==> src/oad_pkg.sv <==
// shared constants and types for the operand addressing mode decoder
package oad_pkg;
    localparam int XLEN = 16;
    localparam int REG_AW = 4;
    // instruction word field positions
    localparam int SREG_LSB = 8;
    localparam int AD_BIT = 7;
    localparam int BW_BIT = 6;
    localparam int SMODE_LSB = 4;
    localparam int DREG_LSB = 0;
    // register slots with special meaning
    localparam logic [3:0] PC_IDX = 4'h0;
    localparam logic [3:0] STATUS_CONSTANT_REGISTER = 4'h2;
    localparam logic [3:0] ZERO_CONSTANT_REGISTER = 4'h3;
    // source mode field codes
    localparam logic [1:0] MODE_REG = 2'h0;
    localparam logic [1:0] MODE_IDX = 2'h1;
    localparam logic [1:0] MODE_IND = 2'h2;
    localparam logic [1:0] MODE_INC = 2'h3;
    // built-in constants
    localparam logic [15:0] CONST_0 = 16'h0000;
    localparam logic [15:0] CONST_1 = 16'h0001;
    localparam logic [15:0] CONST_2 = 16'h0002;
    localparam logic [15:0] CONST_4 = 16'h0004;
    localparam logic [15:0] CONST_8 = 16'h0008;
    localparam logic [15:0] CONST_M1 = 16'hffff;
    // address steps and reset values
    localparam logic [15:0] WORD_STEP = 16'h0002;
    localparam logic [15:0] BYTE_STEP = 16'h0001;
    localparam logic [15:0] RESET_PC = 16'h0000;
    localparam logic [7:0] BYTE_HI_ZERO = 8'h00;

    typedef enum logic [4:0] {
        S_IDLE = 5'b00001,
        S_RDREG = 5'b00010,
        S_SEXT = 5'b00100,
        S_DEXT = 5'b01000,
        S_DONE = 5'b10000
    } oad_state_t;

    // decoded operand locations handed to the execute stage
    typedef struct packed {
        logic src_mem;
        logic [15:0] src_addr;
        logic [15:0] src_val;
        logic dst_mem;
        logic [15:0] dst_addr;
        logic [3:0] dst_reg;
        logic byte_op;
    } oad_opnd_t;

    // byte-aware result flags
    typedef struct packed {
        logic neg;
        logic zero;
    } oad_flags_t;
endpackage

==> src/oad_decoder.sv <==
// operand addressing mode decoder with extension word fetch
// Operation
// (RL1) two-bit source and one-bit destination mode; zero means register operand
// (RL2) indexed address is register plus offset from next word
// (RL3) symbolic is indexed with program counter as base
// (RL4) absolute uses extension word directly as address
// (RL5) status slot as base contributes zero, giving absolute mode
// (RL6) source mode 10 uses register as operand address
// (RL7) source mode 11 uses register as pointer, then increments it
// (RL8) immediate is post-increment through program counter
// (RL9) source constants 0,1,2,4,8,-1 need no extension word
// (RL10) every mode reaches the full 16-bit address space
// (RL11) source and destination modes decode independently
// (RL12) register moves leave source intact; pc steps 2 per word
// (RL13) byte register writes zero the upper byte; flags from byte
// (RL14) indexed base registers are never modified
// (RL15) pc skips every extension word consumed
// (RL16) symbolic offset is a signed difference from pc
// (RL17) pc added equals address of that extension word
// (RL18) source extension word fetched before destination extension word
`timescale 1ns/1ps
module oad_decoder import oad_pkg::*; (
    input wire logic mclk, // 200 MHz clock
    input wire logic srst, // synchronous reset
    input wire logic ins_valid, // instruction word offered
    input wire logic [15:0] ins_word, // instruction word at pc
    output logic ins_ready_r, // decoder idle
    output logic mem_req_r, // extension word read request
    output logic [15:0] mem_addr_r, // extension word address
    input wire logic mem_ack, // read data valid pulse
    input wire logic [15:0] mem_rdata, // read data
    input wire logic res_valid, // result write request
    input wire logic [3:0] res_reg, // result register
    input wire logic res_byte, // byte operation
    input wire logic [15:0] res_data, // result value
    output logic done_r, // operands decoded pulse
    output oad_opnd_t opnd_r, // decoded operands
    output oad_flags_t flags_r, // flags of last result
    output logic flags_valid_r, // flags updated pulse
    output logic [15:0] pc_r // program counter
);
    oad_state_t state_r, state_nxt;
    logic [15:0] ir_r, ir_nxt, pc_nxt, mem_addr_nxt;
    logic mem_req_nxt, ins_ready_nxt, done_nxt, inc_r, inc_nxt, flags_valid_nxt;
    oad_opnd_t opnd_nxt;
    oad_flags_t flags_nxt;
    logic [15:0] rd_a, rd_b, rf_wdata;
    logic rf_we, accept, ack_take;
    logic [3:0] rf_waddr;
    logic [3:0] sreg, dreg;
    logic [1:0] smode;
    logic dmode, bw;

    // constant generator hit for a source register and mode
    function automatic logic cg_hit(input logic [3:0] r, input logic [1:0] m);
        cg_hit = (r == ZERO_CONSTANT_REGISTER) ||
                 (r == STATUS_CONSTANT_REGISTER && m[1]);
    endfunction

    // constant generator value
    function automatic logic [15:0] cg_value(input logic [3:0] r, input logic [1:0] m);
        if (r == STATUS_CONSTANT_REGISTER) begin
            cg_value = m[0] ? CONST_8 : CONST_4;
        end else begin
            case (m)
                MODE_REG: cg_value = CONST_0;
                MODE_IDX: cg_value = CONST_1;
                MODE_IND: cg_value = CONST_2;
                default: cg_value = CONST_M1;
            endcase
        end
    endfunction

    // base of an indexed address: pc, zero for the status slot, else register
    function automatic logic [15:0] idx_base(input logic [3:0] r, input logic [15:0] pc,
                                             input logic [15:0] rv);
        if (r == PC_IDX) begin
            idx_base = pc;
        end else if (r == STATUS_CONSTANT_REGISTER) begin
            idx_base = CONST_0;
        end else begin
            idx_base = rv;
        end
    endfunction

    assign sreg = ir_r[SREG_LSB +: 4];
    assign dreg = ir_r[DREG_LSB +: 4];
    assign smode = ir_r[SMODE_LSB +: 2];
    assign dmode = ir_r[AD_BIT];
    assign bw = ir_r[BW_BIT];
    assign accept = ins_valid && ins_ready_r && !res_valid && state_r == S_IDLE;
    assign ack_take = mem_req_r && mem_ack;

    oad_regfile #(.WIDTH(XLEN), .DEPTH(16), .AW(REG_AW)) u_rf (
        .mclk(mclk),
        .srst(srst),
        .raddr_a(ir_nxt[SREG_LSB +: 4]),
        .raddr_b(ir_nxt[DREG_LSB +: 4]),
        .rdata_a(rd_a),
        .rdata_b(rd_b),
        .we(rf_we),
        .waddr(rf_waddr),
        .wdata(rf_wdata)
    );

    // sequencer next state and operand computation
    always_comb begin
        state_nxt = state_r;
        ir_nxt = ir_r;
        pc_nxt = pc_r;
        opnd_nxt = opnd_r;
        inc_nxt = inc_r;
        flags_nxt = flags_r;
        flags_valid_nxt = 1'b0;
        rf_we = 1'b0; // RL14
        rf_waddr = res_reg;
        rf_wdata = res_data;
        case (state_r)
            S_IDLE: begin
                if (res_valid) begin
                    rf_we = 1'b1;
                    rf_wdata = res_byte ? {BYTE_HI_ZERO, res_data[7:0]} : res_data; // RL13
                    flags_valid_nxt = 1'b1;
                    flags_nxt.neg = res_byte ? res_data[7] : res_data[15]; // RL13
                    flags_nxt.zero = res_byte ? (res_data[7:0] == 8'h00) : // RL13
                                     (res_data == 16'h0000);
                    if (res_reg == PC_IDX) begin
                        pc_nxt = rf_wdata;
                    end
                end else if (accept) begin
                    ir_nxt = ins_word;
                    pc_nxt = pc_r + WORD_STEP; // RL12
                    state_nxt = S_RDREG;
                end
            end
            S_RDREG: begin
                opnd_nxt.src_mem = 1'b0;
                opnd_nxt.src_addr = CONST_0;
                opnd_nxt.dst_mem = dmode; // RL11
                opnd_nxt.dst_addr = CONST_0;
                opnd_nxt.dst_reg = dreg;
                opnd_nxt.byte_op = bw;
                inc_nxt = 1'b0;
                state_nxt = dmode ? S_DEXT : S_DONE;
                if (cg_hit(sreg, smode)) begin
                    opnd_nxt.src_val = cg_value(sreg, smode); // RL9
                end else begin
                    case (smode)
                        MODE_REG: begin
                            opnd_nxt.src_val = (sreg == PC_IDX) ? pc_r : rd_a; // RL1 RL12
                        end
                        MODE_IDX: state_nxt = S_SEXT; // RL2
                        MODE_IND: begin
                            opnd_nxt.src_mem = 1'b1; // RL6
                            opnd_nxt.src_addr = (sreg == PC_IDX) ? pc_r : rd_a; // RL10
                        end
                        default: begin
                            if (sreg == PC_IDX) begin
                                state_nxt = S_SEXT; // RL8
                            end else begin
                                opnd_nxt.src_mem = 1'b1; // RL7
                                opnd_nxt.src_addr = rd_a;
                                inc_nxt = 1'b1;
                            end
                        end
                    endcase
                end
            end
            S_SEXT: begin
                if (ack_take) begin
                    pc_nxt = pc_r + WORD_STEP; // RL15 RL8
                    state_nxt = dmode ? S_DEXT : S_DONE; // RL18
                    if (smode == MODE_IDX) begin
                        opnd_nxt.src_mem = 1'b1;
                        // wraps modulo 2^16; signed offset reaches everywhere
                        opnd_nxt.src_addr = idx_base(sreg, pc_r, rd_a) +
                                            mem_rdata; // RL3 RL4 RL5 RL16 RL17 RL10
                    end else begin
                        opnd_nxt.src_val = mem_rdata; // RL8
                    end
                end
            end
            S_DEXT: begin
                if (ack_take) begin
                    pc_nxt = pc_r + WORD_STEP; // RL15
                    opnd_nxt.dst_addr = idx_base(dreg, pc_r, rd_b) +
                                        mem_rdata; // RL2 RL3 RL5 RL17
                    state_nxt = S_DONE;
                end
            end
            S_DONE: begin
                if (inc_r) begin
                    rf_we = 1'b1; // RL7
                    rf_waddr = sreg;
                    rf_wdata = rd_a + (bw ? BYTE_STEP : WORD_STEP);
                end
                state_nxt = S_IDLE;
            end
            default: state_nxt = S_IDLE;
        endcase
        // extension reads always address the word at the current pc
        mem_req_nxt = (state_nxt == S_SEXT) || (state_nxt == S_DEXT);
        mem_addr_nxt = pc_nxt; // RL17 RL18
        ins_ready_nxt = (state_nxt == S_IDLE);
        done_nxt = (state_r == S_DONE);
    end

    // state registers
    always_ff @(posedge mclk) begin
        if (srst) begin
            state_r <= S_IDLE;
            ir_r <= '0;
            pc_r <= RESET_PC;
            opnd_r <= '0;
            inc_r <= 1'b0;
            flags_r <= '0;
            flags_valid_r <= 1'b0;
            mem_req_r <= 1'b0;
            mem_addr_r <= RESET_PC;
            ins_ready_r <= 1'b0;
            done_r <= 1'b0;
        end else begin
            state_r <= state_nxt;
            ir_r <= ir_nxt;
            pc_r <= pc_nxt;
            opnd_r <= opnd_nxt;
            inc_r <= inc_nxt;
            flags_r <= flags_nxt;
            flags_valid_r <= flags_valid_nxt;
            mem_req_r <= mem_req_nxt;
            mem_addr_r <= mem_addr_nxt;
            ins_ready_r <= ins_ready_nxt;
            done_r <= done_nxt;
        end
    end
endmodule

==> src/oad_regfile.sv <==
// register file: two registered read ports, one write port
`timescale 1ns/1ps
module oad_regfile #(
    parameter int WIDTH = 16,
    parameter int DEPTH = 16,
    parameter int AW = 4
) (
    input wire logic mclk, // system clock
    input wire logic srst, // synchronous reset
    input wire logic [AW-1:0] raddr_a, // read address a
    input wire logic [AW-1:0] raddr_b, // read address b
    output logic [WIDTH-1:0] rdata_a, // registered read data a
    output logic [WIDTH-1:0] rdata_b, // registered read data b
    input wire logic we, // write enable
    input wire logic [AW-1:0] waddr, // write address
    input wire logic [WIDTH-1:0] wdata // write data
);
    logic [WIDTH-1:0] mem [DEPTH];
    logic [WIDTH-1:0] rda_nxt;
    logic [WIDTH-1:0] rdb_nxt;

    // read returns the old word on a same-cycle write
    always_comb begin
        rda_nxt = mem[raddr_a];
        rdb_nxt = mem[raddr_b];
    end

    // storage array
    always_ff @(posedge mclk) begin
        if (we) begin
            mem[waddr] <= wdata;
        end
    end

    // read data registers
    always_ff @(posedge mclk) begin
        if (srst) begin
            rdata_a <= '0;
            rdata_b <= '0;
        end else begin
            rdata_a <= rda_nxt;
            rdata_b <= rdb_nxt;
        end
    end
endmodule

==> config.mk <==
export PLATFORM = sky130hd
export DESIGN_NAME = oad_decoder
export DESIGN_NICKNAME = d
export VERILOG_FILES = /design/src/oad_pkg.sv /design/src/oad_decoder.sv /design/src/oad_regfile.sv
export SDC_FILE = /design/constraint.sdc
export NUM_CORES = 1
export LEC_CHECK = 0
export BUFFER_PORTS_ARGS = -buffer_cell sky130_fd_sc_hd__buf_2
export CAP_MARGIN = 20
export CELL_PAD_IN_SITES_DETAIL_PLACEMENT = 1
export CELL_PAD_IN_SITES_GLOBAL_PLACEMENT = 1
export CORE_UTILIZATION = 35
export DETAILED_ROUTE_END_ITERATION = 12
export PLACE_DENSITY_LB_ADDON = 0.1
export SYNTH_ARGS = -nofsm -noshare
export SYNTH_HDL_FRONTEND = slang
export SYNTH_HIERARCHICAL = 1
export SYNTH_SLANG_ARGS = --single-unit
==> constraint.sdc <==
create_clock -name mclk -period 9.3 [get_ports mclk]
set_input_delay 1.395 -clock mclk [delete_from_list [all_inputs] [get_ports mclk]]
set_output_delay 1.395 -clock mclk [all_outputs]
set_load 0.1 [all_outputs]
==> metrics.yaml, run 1 <==
run_status: "finished, final reports clean"
fmax_mhz: 216.6
core_area_um2: 56390
setup_tns_ns: 0
ys_seq_area_share_pct: 51.25
io_buffers: 146
drv_slew: 0
fp.dieH_um: 240.8
instances_no_fill: 2542
setup_viol: 0
grt_overflow: 0
crit_fanout: 44
multi_input_area_um2: 9005
path_buf_inv: 2
fin_crit_sh_pct: 49.65
grt_pass1_wl_um: 99710
worst_ep_arrival_time_ns: 5.05
gp_congestion: 0.8381
cpPeakStageDelay_ns: 0.78
worstSetupEndpointType: "flip-flop"
cts_buffers: 45
cp-start-kind: "input pin"
power.total_uw: 4195
drt_pass1_iterations: 7
worst-setup-path-type: "in2reg"
finish.utilization_pct: 40.47
grt_pass1_vias: 14890
vias: 14420
layout_commonest_cell: "edfxtp_1"
ys_ff_latch: 383
die_w_um: 240.8
ctsResizeCount: 0
synth-main-ff-cell: "edfxtp_1"
ant_nets: 0
p_leak_uw: 0.008062
postCtsSetupBuffers: 0
worst_ep_required_time_ns: 9.73
die_area_um2: 57980
cts_tree: "yes"
hold_viol_final: 0
fin_crit_ns: 4.617
grt_max_degree: 62
slew_headroom_pct: 23.63
core.rowCount: 87
hold_buffers: 0
root_buffer: "clkbuf_16"
vdd_drop_max_uv: 124.5
htreeDepth: 2
syn_area_per_cell_um2: 12.27
grt_antenna_before_repair: 0
crit_family: "multiplexers"
power_density_nw_per_um2: 183.8
synth_nets: 1723
whs_ns: 0.4519
drc: 0
max_cap_violations: 0
avgViaCountPerCell: 5.673
synth_cell_type_count: 79
cp_cell_sequence: "buf_2 > and3b_1 > nand2_1 > mux2_4 > buf_4 > mux4_1 > mux2i_1 > o22ai_1"
clock_skew_ns: 0.01466
worst_slew_pin_slew_ns: 1.146
drt_iter0_markers: 994
numClockSinks: 383
initial_core_util_pct: 35.40
yosysWarningCount: 6
drive_gt1_share_pct: 22.81
routedWlPerCell_um: 26.84
insertion_delay_ns: 0.59
dp_hpwl_um: 46130
ios: 151
netlist_instances: 1626
grt_util_all_layers_pct: 23.50
placed_cells: 2457
area_growth_pct: 14.34
regArea_um2: 10230
rsz0062_at_grt: "false"
synth_area_um2: 19960
synth-edff-count: 256
synthArstFlopShare_pct: 0
wl_um: 68230
fillCellCount: 6062
hp-class: "reg2reg"
mostFrequentLayoutCells: "edfxtp_1 (256), buf_2 (145), nor2_1 (139)"
nets: 1846
slowest_stage: "mux2_4"
clock_path_buffers: 3
path_clk_slew_ns: 0.06
-- worst paths after layout --
kind / endpoint / start / slack, ns / cells after the start
worst max-delay path: u_rf/rdata_a[0] / res_valid / 4.68 / 8
worst min register to register: opnd_r[13] / opnd_r[13] / 0.45 / 2
worst min-delay path: opnd_r[13] / opnd_r[13] / 0.45 / 2
worst max register to register: opnd_r[48] / ir_r[8] / 4.74 / 11
-- metrics by stage --
stage	area [um^2]	worst slack [ns]
finish	22820	4.683
global route	22820	4.236
CTS	22810	4.656
detailed placement	21350	4.037
global placement	21350	4.069
floorplan	19960	5.568
-- report_power, final --
| group | internal, uW | switching (uW) |
|---|---|---|
| Sequential | 1850 | 41.9 |
| Clock | 1030 | 732 |
| Combinational | 181 | 353 |
| Total | 3070 | 1130 |
-- worst reg2reg max path, cell delays in order (launching register included) --
cell and delay, ns:
dfxtp_1 0.47, or4_2 1.09, mux2i_1 0.35, nor2_1 0.07, ha_1 0.23, fa_1 0.46, a211oi_1 0.36, o21bai_1 0.16
a2111oi_0 0.67, o21ai_0 0.20, a31oi_1 0.28, nor3_1 0.08
-- registers in the layout (all words and copies together) (netlist names), 2 cells and up --
name,cells
pc_r,16
flags_r,2
opnd_r,55
u_rf/rdata_b,16
ir_r,12
u_rf/rdata_a,16
state_r,5
u_rf/mem,256
-- kinds of logic after synthesis --
family	Yosys count	synth area share, %
AND/OR/NAND/NOR	452	10.74
flip-flops	383	51.25
AO/OA/AOI/OAI	345	11.48
multiplexers	235	18.44
buffers and inverters	136	3.949
adder cells (fa/ha/maj)	39	2.558
XOR/XNOR	36	1.580
-- routing by layer --
| layer | track usage [%] | vias to the layer above | share of wire [%] |
|---|---|---|---|
| li1 | - | 6527 | - |
| met1 | 29.14 | 7465 | 42 |
| met2 | 42.49 | 334 | 52 |
| met3 | 2.825 | 94 | 3.9 |
| met4 | 7.231 | 0 | 2.6 |
| met5 | 0 | - | 0 |
-- synthesized netlist by cell type, drive strengths merged (10+ instances only) --
cell	instances	area (um^2)
edfxtp	256	7687
nor2	140	533.0
nand2	137	514.2
dfxtp	127	2542
mux2i	99	991.0
mux4	96	2240
a21oi	84	420.4
buf	66	525.5
clkbuf	56	210.2
o21ai	56	280.3
mux2	40	450.4
a22oi	38	299.0
ha	36	450.4
nand3	34	170.2
a211oi	32	240.2
nor3	29	150.1
o22ai	25	156.4
nand3b	19	142.6
nor2b	19	118.9
xor2	19	166.4
o211ai	18	140.1
xnor2	17	148.9
a21o	14	105.1
inv	13	48.80
o32ai	12	105.1
nand2b	11	68.82
and3	10	62.56
nor4	10	77.57
-- layout make-up --
type	count	share of cell area, %
repair buffers	198	4.924
diodes	2	0.02193
well taps	756	4.145
clock inverters	17	0.8224
clock buffers	65	5.570
flip-flops and latches	383	44.83
multi-input cells	1107	39.46
inverters	14	0.2303
Note: power is estimated with default switching activity, not from simulation.
==> run 2, diff against run 1 <==
Clock period 9.3 ns to 4.8 ns, I/O delays scaled along.
==> metrics.yaml, run 2 (synthesized netlist as in run 1, its figures left out) <==
run_status: "finished, final reports clean"
ctsResizeCount: 0
setup_tns_ns: 0
power_density_nw_per_um2: 347.8
fmax_mhz: 234.2
worst_ep_arrival_time_ns: 4.69
grt_overflow: 0
top_register: "u_rf/mem"
drt_pass1_iterations: 4
numClockSinks: 383
crit_family: "compound AO/OA/AOI/OAI gates"
p_leak_uw: 0.008105
grt_antenna_before_repair: 0
die_w_um: 240.8
final_area_um2: 22900
grt_util_all_layers_pct: 22.25
clock_skew_ns: 0.02395
hold_depth: 3
regArea_um2: 10230
fillCellCount: 6085
nets: 1862
vias: 14080
path_buf_inv: 1
n_antenna_cell: 0
grt_max_degree: 59
cp-start-kind: "flip-flop"
path_clk_slew_ns: 0.06
cts_tree: "yes"
multi_input_area_um2: 9005
fp.dieH_um: 240.8
hp-class: "in2reg"
routedWlPerCell_um: 24.98
swShare_pct: 26.59
r2r_start: "ir_r[10]"
worst_slew_pin_slew_ns: 0.9915
min_to: "ir_r[6]"
root_buffer: "clkbuf_16"
crit_fanout: 26
insertion_delay_ns: 0.58
initial_core_util_pct: 35.40
worst_ep_required_time_ns: 5.22
layout_commonest_cell: "edfxtp_1"
clock_path_buffers: 3
avgViaCountPerCell: 5.514
seq_power_share_pct: 46.0
worstSetupEndpointType: "flip-flop"
fin_crit_sh_pct: 88.96
pwr-share-clk_pct: 40.8
worst-setup-path-type: "reg2reg"
placed_cell_area_um2: 21520
fin_crit_ns: 4.270
grt_pass1_vias: 14610
max_cap_violations: 0
wl_um: 63810
grt_pass1_wl_um: 95580
core.rowCount: 87
slew_headroom_pct: 33.90
dp_hpwl_um: 47570
postCtsSetupBuffers: 0
drt_iter0_markers: 661
cpPeakStageDelay_ns: 0.87
power.total_uw: 7962
ant_nets: 0
r2r_cells: 11
largest_register_ff_count: 256
r2r_slack_ns: 0.53
ios: 151
rsz0062_at_grt: "false"
combPwrFrac_pct: 13.2
cp_cell_sequence: "or4_2 > buf_4 > mux2i_1 > nor2_1 > ha_1 > a211oi_1 > o21bai_1 > a2111oi_0 > o21ai_0 > a31oi_1 > nor3_1"
largestRegisters: "u_rf/mem (256), opnd_r (55)"
drv_slew: 0
vdd_drop_max_uv: 238.5
hold_buffers: 0
core_area_um2: 56390
io_buffers: 146
cts_buffers: 44
drc: 0
hold_viol_final: 0
drive_gt1_share_pct: 23.03
netSwitchingPower_uw: 2117
die_area_um2: 57980
min_from: "ins_word[6]"
slowest_stage: "or4_2"
area_growth_pct: 14.71
gp_congestion: 0.8500
mostFrequentLayoutCells: "edfxtp_1 (256), buf_2 (145), nor2_1 (139)"
internal-power_uw: 5845
htreeDepth: 2
setup_viol: 0
rr_endpoint: "opnd_r[48]"
[run 2: per-stage QoR]
step | hold slack, ns | instances | utilization (%) | setup slack, ns
6_report | 0.3916 | 2554 | 40.60 | 0.5301
5_1_grt | 0.3871 | 2554 | 40.60 | 0.3175
4_1_cts | 0.3579 | 2554 | 40.60 | 0.5208
3_5_place_dp | 0.4477 | 2475 | 38.17 | 0.5553
3_3_place_gp | 0.4451 | 2475 | 38.17 | 0.5694
2_1_floorplan | 0.4488 | 1626 | - | 1.237
[run 2: worst register-to-register path: stages, from the launching register on]
cell and delay (ns):
dfxtp_1 0.43, or4_2 0.87, buf_4 0.31, mux2i_1 0.28, nor2_1 0.09, ha_1 0.36
a211oi_1 0.41, o21bai_1 0.17, a2111oi_0 0.68, o21ai_0 0.26, a31oi_1 0.21, nor3_1 0.07
[run 2: layout make-up]
class,instances,share of cell area [%]
Sequential cell,383,44.68
Multi-Input combinational cell,1107,39.33
Inverter,14,0.2295
Clock buffer,62,5.197
Timing Repair Buffer,215,5.629
Tap cell,756,4.131
Clock inverter,17,0.8033
[run 2: worst max-delay path by stage]
stage | from | end | slack (ns) | cells after the start
2_1_floorplan | ir_r[10] | opnd_r[52] | 1.24 | 13
3_3_place_gp | ir_r[10] | opnd_r[48] | 0.57 | 11
3_5_place_dp | ir_r[10] | opnd_r[48] | 0.56 | 11
4_1_cts | ir_r[10] | opnd_r[48] | 0.52 | 11
5_1_grt | ir_r[10] | opnd_r[48] | 0.32 | 11
6_report | ir_r[10] | opnd_r[48] | 0.53 | 11
[run 2: routing by layer]
metal / track usage, % / part of all wire (%)
met1: 27.90 / 43
met2: 41.07 / 52
met3: 2.654 / 3.1
met4: 4.239 / 1.4
met5: 0 / 0
[run 2: power by group through the flow]
stage	Combinational, uW	Clock (uW)	Sequential, uW
2_1_floorplan	679	0	3760
3_5_place_dp	1050	0	3730
4_1_cts	1060	3350	3660
6_report	1050	3250	3660
5_1_grt	1130	3470	3670
3_3_place_gp	1040	0	3730
